[config.mk]
export PLATFORM = sky130hd
export DESIGN_NAME = dacbuf_host
export DESIGN_NICKNAME = d
export VERILOG_FILES = /design/src/rtl/dacbuf_pkg.sv /design/src/rtl/dacbuf_host.sv
export VERILOG_INCLUDE_DIRS = /design/src /design/src/rtl
export SDC_FILE = /design/constraint.sdc
export NUM_CORES = 1
export LEC_CHECK = 0
export BUFFER_PORTS_ARGS = -buffer_cell sky130_fd_sc_hd__buf_2
export CAP_MARGIN = 20
export CORE_ASPECT_RATIO = 1.75
export CORE_MARGIN = 3
export CORE_UTILIZATION = 45
export DETAILED_ROUTE_END_ITERATION = 7
export PLACE_DENSITY_LB_ADDON = 0.08
export SLEW_MARGIN = 20
export SYNTH_ARGS = -nofsm -noshare
export SYNTH_HDL_FRONTEND = slang
export SYNTH_SLANG_ARGS = --single-unit
[constraint.sdc]
create_clock -name CLK -period 3 [get_ports CLK]
set_clock_uncertainty 0.05 [all_clocks]
set_input_delay 0.3 -clock CLK [delete_from_list [all_inputs] [get_ports CLK]]
set_output_delay 0.3 -clock CLK [all_outputs]
set_load 0.1 [all_outputs]
[src/rtl/dacbuf_cfg.svh]
// Timing counts and codes for the double-buffered converter host.
// Assumes a 50 MHz CLK; included by the host module.
`ifndef DACBUF_CFG_SVH
`define DACBUF_CFG_SVH
`define DACBUF_CLK_NS        20
`define DACBUF_SETUP_NS      50
`define DACBUF_HOLD_NS       10
`define DACBUF_WP_NS         50
`define DACBUF_WP_SINGLE_NS  80
`define DACBUF_CLR_NS        200
`define DACBUF_CYC(ns)       (((ns) + `DACBUF_CLK_NS - 1) / `DACBUF_CLK_NS)
`define DACBUF_MIDSCALE      16'h0000
`endif

[src/rtl/dacbuf_pkg.sv]
// Types for the double-buffered converter host.
// Assumes dacbuf_cfg.svh sits beside it.
package dacbuf_pkg;
  // Host command kinds
  typedef enum logic [1:0] {
    DACBUF_CMD_INPUT  = 2'h0, // Load first-stage latch only
    DACBUF_CMD_CONV   = 2'h1, // Transfer first stage to converter latch
    DACBUF_CMD_SINGLE = 2'h2, // Both enables low, pass-through write
    DACBUF_CMD_CLEAR  = 2'h3  // Pulse clear to mid-scale
  } dacbuf_cmd_t;
  // Request carried in one beat
  typedef struct packed {
    dacbuf_cmd_t cmd;  // What to do
    logic [15:0] data; // Signed two's complement code
  } dacbuf_req_t;
  // Device pins, all active low except data
  typedef struct packed {
    logic [15:0] data;
    logic        input_latch_enable_n;
    logic        converter_latch_enable_n;
    logic        write_n;
    logic        midscale_clear_n;
  } dacbuf_pins_t;
  // One-hot sequencer states
  typedef enum logic [3:0] {
    DACBUF_IDLE  = 4'h1, // Pins parked, ready for a request
    DACBUF_SETUP = 4'h2, // Enables and data settle before strobe
    DACBUF_PULSE = 4'h4, // Strobe or clear held low
    DACBUF_HOLD  = 4'h8  // Enables and data held after strobe
  } dacbuf_state_t;
endpackage
[src/rtl/dacbuf_host.sv]
// Host controller driving the double-buffered 16-bit converter pins.
// Assumes the pins wire straight to the device; one request at a time.
// Operation
// - Latch opens when strobe and enable low.
// - Load inputs separately, then transfer all together.
// - Single-buffered mode holds enables low.
// - Single-buffered strobe low at least 80 ns.
// - All low with clear high passes through.
`timescale 1ns/10ps
`default_nettype none
`include "dacbuf_cfg.svh"
module dacbuf_host #(
  parameter int WIDTH = 16 // Converter word width
) (
  input  wire logic                 CLK,      // 50 MHz clock
  input  wire logic                 RST,      // Sync reset, active high
  input  wire logic                 REQ_VALID,// Request offered
  input  wire dacbuf_pkg::dacbuf_req_t REQ,   // Command and code
  output logic                      REQ_READY,// Sequencer idle
  output logic                      DONE,     // Pulse at request end
  output dacbuf_pkg::dacbuf_pins_t  PINS      // Device pins
);
  localparam int SETUP_CYC = `DACBUF_CYC(`DACBUF_SETUP_NS);
  localparam int HOLD_CYC  = `DACBUF_CYC(`DACBUF_HOLD_NS);
  localparam int WP_CYC    = `DACBUF_CYC(`DACBUF_WP_NS);
  localparam int WPS_CYC   = `DACBUF_CYC(`DACBUF_WP_SINGLE_NS);
  localparam int CLR_CYC   = `DACBUF_CYC(`DACBUF_CLR_NS);

  // Whole module state in one packed struct
  typedef struct packed {
    dacbuf_pkg::dacbuf_state_t st;   // Sequencer state
    logic [3:0]                cnt;  // Cycles left in the phase
    dacbuf_pkg::dacbuf_cmd_t   cmd;  // Command in flight
    dacbuf_pkg::dacbuf_pins_t  pins; // Registered pin levels
    logic                      done; // End-of-request pulse
  } dacbuf_host_state_t;

  dacbuf_host_state_t s;      // Current state
  dacbuf_host_state_t next_s; // Next state

  // Parked pins: enables, strobe and clear high, code as passed in
  function automatic dacbuf_pkg::dacbuf_pins_t park(input logic [WIDTH-1:0] d);
    dacbuf_pkg::dacbuf_pins_t p;
    p.data                     = d;
    p.input_latch_enable_n     = 1'b1;
    p.converter_latch_enable_n = 1'b1;
    p.write_n                  = 1'b1;
    p.midscale_clear_n         = 1'b1;
    return p;
  endfunction

  // Phase length minus one, cut to the counter width
  function automatic logic [3:0] len(input int c);
    return 4'((c > 0) ? c - 1 : 0);
  endfunction

  assign REQ_READY = (s.st == dacbuf_pkg::DACBUF_IDLE);
  assign DONE      = s.done;
  assign PINS      = s.pins;

  // Sequencer: setup, strobe, hold; clear skips data timing
  always_comb begin
    next_s      = s;
    next_s.done = 1'b0;
    case (s.st)
      dacbuf_pkg::DACBUF_IDLE: begin
        if (REQ_VALID) begin
          next_s.cmd       = REQ.cmd;
          next_s.pins.data = REQ.data;
          case (REQ.cmd)
            dacbuf_pkg::DACBUF_CMD_INPUT: begin
              next_s.pins.input_latch_enable_n = 1'b0;
            end
            dacbuf_pkg::DACBUF_CMD_CONV: begin
              // Shared transfer for simultaneous update
              next_s.pins.converter_latch_enable_n = 1'b0;
            end
            dacbuf_pkg::DACBUF_CMD_SINGLE: begin
              next_s.pins.input_latch_enable_n     = 1'b0;
              next_s.pins.converter_latch_enable_n = 1'b0;
            end
            default: begin
              // Clear needs no enables; it overrides them
              next_s.pins.data = `DACBUF_MIDSCALE;
            end
          endcase
          if (REQ.cmd == dacbuf_pkg::DACBUF_CMD_CLEAR) begin
            next_s.st = dacbuf_pkg::DACBUF_PULSE;
            next_s.cnt = len(CLR_CYC);
            next_s.pins.midscale_clear_n = 1'b0;
          end else begin
            next_s.st  = dacbuf_pkg::DACBUF_SETUP;
            next_s.cnt = len(SETUP_CYC - WP_CYC);
          end
        end
      end
      dacbuf_pkg::DACBUF_SETUP: begin
        // Strobe drops; setup overlaps the strobe width
        if (s.cnt == 4'h0) begin
          next_s.st = dacbuf_pkg::DACBUF_PULSE;
          next_s.pins.write_n = 1'b0;
          next_s.cnt = (s.cmd == dacbuf_pkg::DACBUF_CMD_SINGLE) ?
                       len(WPS_CYC) : len(WP_CYC);
        end else begin
          next_s.cnt = s.cnt - 4'h1;
        end
      end
      dacbuf_pkg::DACBUF_PULSE: begin
        if (s.cnt == 4'h0) begin
          next_s.pins.write_n          = 1'b1;
          next_s.pins.midscale_clear_n = 1'b1;
          next_s.st  = dacbuf_pkg::DACBUF_HOLD;
          next_s.cnt = len(HOLD_CYC);
        end else begin
          next_s.cnt = s.cnt - 4'h1;
        end
      end
      dacbuf_pkg::DACBUF_HOLD: begin
        if (s.cnt == 4'h0) begin
          next_s.pins = park(s.pins.data);
          next_s.st   = dacbuf_pkg::DACBUF_IDLE;
          next_s.done = 1'b1;
        end else begin
          next_s.cnt = s.cnt - 4'h1;
        end
      end
      default: begin
        next_s.st   = dacbuf_pkg::DACBUF_IDLE;
        next_s.pins = park(`DACBUF_MIDSCALE);
      end
    endcase
  end

  // State register; control pins parked high and data at mid-scale from reset
  always_ff @(posedge CLK) begin
    if (RST) begin
      s.st   <= dacbuf_pkg::DACBUF_IDLE;
      s.cnt  <= 4'h0;
      s.cmd  <= dacbuf_pkg::DACBUF_CMD_INPUT;
      s.pins <= park(`DACBUF_MIDSCALE); // No unconnected input
      s.done <= 1'b0;
    end else begin
      s <= next_s;
    end
  end

  // Enables never both low outside a pass-through write
  enables_exclusive_a: assert property (
    @(posedge CLK) disable iff (RST)
    (!s.pins.input_latch_enable_n && !s.pins.converter_latch_enable_n)
    |-> s.cmd == dacbuf_pkg::DACBUF_CMD_SINGLE)
    else $error("both enables low outside single write");
  // Single-buffered strobe low for four cycles
  single_width_a: assert property (
    @(posedge CLK) disable iff (RST)
    ($fell(s.pins.write_n) && s.cmd == dacbuf_pkg::DACBUF_CMD_SINGLE)
    |-> !s.pins.write_n [*4])
    else $error("single write strobe too short");
  // Normal strobe low for three cycles
  write_width_a: assert property (@(posedge CLK) disable iff (RST)
    $fell(s.pins.write_n) |-> !s.pins.write_n [*3])
    else $error("write strobe too short");
  // Strobe only falls with an enable already low
  strobe_enable_a: assert property (
    @(posedge CLK) disable iff (RST)
    $fell(s.pins.write_n) |-> $past(!s.pins.input_latch_enable_n ||
                                    !s.pins.converter_latch_enable_n))
    else $error("strobe without enable");
  // Clear held ten cycles, with strobe high for the first eight
  clear_width_a: assert property (@(posedge CLK) disable iff (RST)
    $fell(s.pins.midscale_clear_n) |->
      (!s.pins.midscale_clear_n && s.pins.write_n) [*8] ##1
      (!s.pins.midscale_clear_n [*2]))
    else $error("clear pulse too short");
  // Enables stay low one cycle after strobe rises
  enable_hold_a: assert property (@(posedge CLK) disable iff (RST)
    ($rose(s.pins.write_n) && s.cmd != dacbuf_pkg::DACBUF_CMD_CLEAR) |->
      (!s.pins.input_latch_enable_n || !s.pins.converter_latch_enable_n))
    else $error("enable released with strobe");
  // Data stable through strobe
  data_stable_a: assert property (
    @(posedge CLK) disable iff (RST)
    !s.pins.write_n |-> $stable(s.pins.data))
    else $error("data moved under strobe");
  // Done follows an accepted request within twenty cycles
  done_bound_a: assert property (@(posedge CLK) disable iff (RST)
    (REQ_VALID && REQ_READY) |-> ##[3:20] DONE)
    else $error("request never completed");
  // Parked pins whenever the sequencer is idle, so no latch can open
  idle_parked_a: assert property (
    @(posedge CLK) disable iff (RST)
    REQ_READY |-> (s.pins.input_latch_enable_n &&
                   s.pins.converter_latch_enable_n &&
                   s.pins.write_n && s.pins.midscale_clear_n))
    else $error("pins not parked while idle");
  // Clear pulse carries no strobe and no enable, code at mid-scale
  clear_alone_a: assert property (
    @(posedge CLK) disable iff (RST)
    !s.pins.midscale_clear_n |-> (s.pins.write_n &&
      s.pins.input_latch_enable_n && s.pins.converter_latch_enable_n &&
      s.pins.data == `DACBUF_MIDSCALE))
    else $error("clear overlaps a write");
  // Input load strobes with the converter latch closed
  input_only_a: assert property (
    @(posedge CLK) disable iff (RST)
    (!s.pins.write_n && s.cmd == dacbuf_pkg::DACBUF_CMD_INPUT) |->
      (!s.pins.input_latch_enable_n && s.pins.converter_latch_enable_n))
    else $error("input load opens the wrong latch");
  // Transfer strobes with the input latch closed, so the stage is kept
  conv_only_a: assert property (
    @(posedge CLK) disable iff (RST)
    (!s.pins.write_n && s.cmd == dacbuf_pkg::DACBUF_CMD_CONV) |->
      (s.pins.input_latch_enable_n && !s.pins.converter_latch_enable_n))
    else $error("transfer opens the wrong latch");
  // Pass-through write: both enables and strobe low, clear high
  single_pass_a: assert property (
    @(posedge CLK) disable iff (RST)
    (!s.pins.write_n && s.cmd == dacbuf_pkg::DACBUF_CMD_SINGLE) |->
      (!s.pins.input_latch_enable_n && !s.pins.converter_latch_enable_n &&
       s.pins.midscale_clear_n))
    else $error("pass-through write lacks an enable");
endmodule
`default_nettype wire

After elaboration in Yosys (flattened, before gate mapping)
Cells that the tools add are included.
{ "totals": {"register_bits": 31, "input_bits": 21, "output_inout_bits": 22, "wordCells": 68} }
{ "classes": {"add_sub_neg": 1, "eq_ne": 16, "n_mux": 22, "n_bitwise": 4, "n_reduce_logical": 16} }
{ "ops": {"columns": ["op", "n"], "rows": [
  ["18-bit case mux with 3 select lines", 1],
  ["4-bit case mux with 4 select lines", 2],
  ["28-bit 2-to-1 mux", 1],
  ["4-bit 2-to-1 mux", 6],
  ["16-bit 2-to-1 mux", 1],
  ["4-bit AND reduction", 4],
  ["2-bit != test (second input constant)", 7],
  ["1-bit case mux with 4 select lines", 2],
  ["2-bit OR reduction", 4],
  ["7-bit 2-to-1 mux", 1],
  ["2-bit equality test (second input constant)", 3],
  ["1-bit 2-to-1 mux", 6],
  ["3-bit AND reduction", 2],
  ["5-bit 2-to-1 mux", 1],
  ["5-bit AND reduction", 1],
  ["4-bit by 1-bit equality test with 1-bit output (second input constant)", 1],
  ["4-bit by 2-bit equality test with 1-bit output (second input constant)", 1],
  ["4-bit by 3-bit equality test with 1-bit output (second input constant)", 1],
  ["4-bit equality test (second input constant)", 1],
  ["4-bit zero test", 1],
  ["1-bit inverter", 4],
  ["4-bit nonzero test", 1],
  ["4-bit by 1-bit subtractor with 4-bit output (second input constant)", 1],
  ["3-bit OR reduction", 1],
  ["other kinds (5)", 5]
]} }

Longest topological paths before layout
{ "depth": {"ltp_word": 5, "depth_mapped": 8, "depth_no_buf": 7} }

Worst setup path after synthesis
OpenSTA, ideal clock, no wires.
{ "synth_path": {"path_kind": "reg2reg", "startpoint": "register s[30] in the netlist's numbering", "endpoint": "register s[26] in the netlist's numbering", "setup_ps": 132, "t_arrival_ps": 2322, "t_required_ps": 2818, "setup_slack_ps": 496, "path_stages_with_launch": 7, "n_path_buf": 1, "period_less_slack_ps": 2504, "cell_sequence": "dfxtp_1 -> buf_12 -> nor4b_4 -> nand2_4 -> nand3_2 -> mux2i_1 -> a21oi_1"} }
{ "synth_between": {"elab_chain_cells": 3, "elab_cells_between_ends": 9, "classes_between": "eq/ne: 6; mux: 1; reduce/logical: 2"} }
{ "synth_lines": {"columns": ["element", "line", "rtl"], "rows": [
  ["from (decl)", "dacbuf_host.sv:38", "dacbuf_host_state_t s;"],
  ["from (signal assigned)", "dacbuf_host.sv:143", "s <= next_s;"],
  ["4-bit by 1-bit equality test with 1-bit output *", null, null],
  ["via REQ_READY", "dacbuf_host.sv:19", "output logic REQ_READY,"],
  ["4-bit nonzero test (no line) or 2-bit != test (tied branches)", null, null],
  ["3-bit AND reduction (no line)", null, null]
]} }
Mark *: on every way through the listed nets, which the timed path passes. The rest lies on a longest branch.
A chain may end at the register's enable or synchronous reset.

Final worst setup path
{ "layout_path": {"startpoint": "register s[27] in the netlist's numbering", "endpoint": "output REQ_READY"} }
{ "layout_between": {"elab_chain_cells": 1} }
{ "layout_lines": {"columns": ["element", "line", "rtl"], "rows": [
  ["4-bit by 1-bit equality test with 1-bit output", "dacbuf_host.sv:57", "assign REQ_READY = (s.st == dacbuf_pkg::DACBUF_IDLE);"],
  ["to (decl)", "dacbuf_host.sv:19", null]
]} }
No other way between the ends.

==> flow_metrics.env <==
export IMPL_synthSimpleGateAreaFrac=0.2185
export IMPL_multi_input_comb_area_sq_um=945.9
export IMPL_antenna_found_initial=0
export IMPL_synth_area_sq_um=1844
export IMPL_synth_edf_count=0
export IMPL_mostFrequentLayoutCells="42 x buf_2, 31 x dfxtp_1, 30 x nand2_1"
export IMPL_yosys_warnings=0
export IMPL_cts_tree="yes"
export IMPL_max_vdd_ir_drop_mv=0.2951
export IMPL_synth_compound_area_frac=0.2347
export IMPL_setup_tns_final_ns=0
export IMPL_die_height_microns=90.69
export IMPL_num_vias=1598
export IMPL_seq_area_sq_um=620.6
export IMPL_drv_slew=0
export IMPL_holdBufCountCts=0
export IMPL_drt_pass1_iterations=5
export IMPL_finish_utilization=0.5035
export IMPL_worstPathMaxFanout=15
export IMPL_critPathKind="reg2out"
export IMPL_clock_latency_ns=0.28
export IMPL_cts_root_buf="clkbuf_8"
export IMPL_htree_levels=2
export IMPL_synth_main_ff_cell="dfxtp_1"
export IMPL_drive_gt1_frac=0.2479
export IMPL_clk_pin_slew_ns=0.07
export IMPL_synthAdderAreaFrac=0.03392
export IMPL_coreArea_sq_um=3904
export IMPL_yosysSeqAreaShare=0.3365
export IMPL_ant_nets=0
export IMPL_synth_area_leaders="dfxtp_1 34%, buf_4 8.1%, a21oi_1 7.9%, o21ai_0 7.3%, nand2_1 6.1%"
export IMPL_port_buffer_count=42
export IMPL_initial_core_util=0.4724
export IMPL_syn_inst=226
export IMPL_clockBufferDepth=2
export IMPL_grt_max_degree=29
export IMPL_powerDensity_nw_per_um2=598.7
export IMPL_min_delay_path_depth=3
export IMPL_ff2ff_path_depth=6
export IMPL_ys_types=48
export IMPL_fin_crit_sh=0.8080
export IMPL_synthArstFlopShare=0
export IMPL_yosys_area_top_type_share=0.3365
export IMPL_n_antenna_cell=0
export IMPL_grt_ovfl_total=0
export IMPL_synth_avg_cell_area_sq_um=8.160
export IMPL_drt_total_wl_microns=4228
export IMPL_synth_mux_area_frac=0.01085
export IMPL_crit_required_ns=2.65
export IMPL_dpl_hpwl_microns=3085
export IMPL_chipWidth_microns=54.40
export IMPL_ios=43
export IMPL_area_growth_pct=6.581
export IMPL_grt_util_all_layers=0.1884
export IMPL_grt_pass1_wl_microns=7044
export IMPL_maxCapViolCount=0
export IMPL_cts_resized_gates=0
export IMPL_p_leak_nw=0.8564
export IMPL_rrSetupSlack_ns=0.76
export IMPL_vias_per_cell=5.510
export IMPL_r2r_start="s[28]"
export IMPL_final_net_count=268
export IMPL_crit_arrival_ns=2.07
export IMPL_wire_per_inst_microns=14.58
export IMPL_fill_cells=395
export IMPL_finalSetupViolCount=0
export IMPL_gp_congestion=0.8851
export IMPL_rsz0062_at_grt="no"
export IMPL_clock_fmax_mhz=412.5
export IMPL_min_to="PINS[19]"
export IMPL_relSlewSlack=0.4771
export IMPL_cts_buffers=5
export IMPL_fp_row_count=30
export IMPL_timing_rr_end="s[23]"
export IMPL_cp_end_kind="output pin"
export IMPL_drt_iter0_drc=45
export IMPL_ys_seq_elements=31
export IMPL_post_synth_xor_area_fraction=0.01493
export IMPL_grt_pass1_vias=1574
export IMPL_start_kind="flip-flop"
export IMPL_drc=0
export IMPL_outcome="completed"
export IMPL_synth_nets=252
export IMPL_yosysTopAreaCell="dfxtp_1"
export IMPL_die_area_sq_um=4933
export IMPL_worst_slew_pin_slew_ns=0.7833
export IMPL_worstHoldPathType="in2reg"
export IMPL_hold_viol=0
export IMPL_cts_setup_buffers=0
export IMPL_synth_top_family_by_area="compound AO/OA/AOI/OAI gates"
export IMPL_fin_crit_ns=2.424
export IMPL_cts_sinks=31
export IMPL_worstHoldStart="REQ[15]"
export IMPL_final_common_cell="buf_2"
## final cells by class
cell class	instances	share of cell area
clock buffer	6	0.04201
tap	48	0.03055
sequential	31	0.3157
inverter	9	0.01719
multi-input combinational	152	0.4812
clock inverter	1	0.002546
timing repair buffer	43	0.1108
## how the worst max path moves through the flow
| stage | from | endpoint | depth (start not counted) |
|---|---|---|---|
| finish | s[27] | REQ_READY | 2 |
| global route | s[27] | REQ_READY | 2 |
| CTS | s[27] | REQ_READY | 2 |
| detailed placement | s[28] | s[23] | 6 |
| global placement | s[28] | s[23] | 6 |
| floorplan | s[30] | s[26] | 6 |
## through the flow
step	hold WS [ns]	instance area, sq um	power, mW	cells	setup WS [ns]
finish	0.2001	1966	1.177	290	0.5759
global route	0.2020	1966	1.235	290	0.4262
CTS	0.1924	1966	1.189	290	0.5728
detailed placement	0.3928	1878	0.8530	283	0.7764
global placement	0.3898	1878	0.8538	283	0.7656
floorplan	0.3820	1844	0.8178	226	0.4962
## critical path, stage by stage, from the launching register on
cell	delay [ns]
dfxtp_1	0.65
nor4b_4	0.60
buf_2	0.54
## cells in the mapped netlist, types with 5 or more instances
cell type,instances
a21oi_1,29
inv_1,9
dfxtp_1,31
clkbuf_1,6
nor2_1,7
buf_4,20
nand2_1,30
o21ai_0,27
ha_1,5
## flip-flops by register name, indices dropped and copies added, names as in the netlist
register and count:
DONE 1, s 10, PINS 20
## where the power goes
group | switching, mW | internal, mW
logic | 0.284 | 0.0890
registers | 0.0300 | 0.441
clock network | 0.154 | 0.180
## routing by layer
layer  routed length, microns  global-route usage
met1                     1658              0.2025
met2                     2294              0.3300
met3                      186             0.03636
met4                       89             0.08732
met5                        0                   0
## logic make-up after synthesis
| logic type | count (synthesis) |
|---|---|
| adders and majority gates | 5 |
| xor gates and xnor gates | 1 |
| DFF | 31 |
| and+or+nand+nor | 69 |
| muxes | 2 |
| buffers and inverters | 43 |
| AOI/OAI and AO/OA | 75 |
No activity file was read; power rests on OpenSTA's default activity.
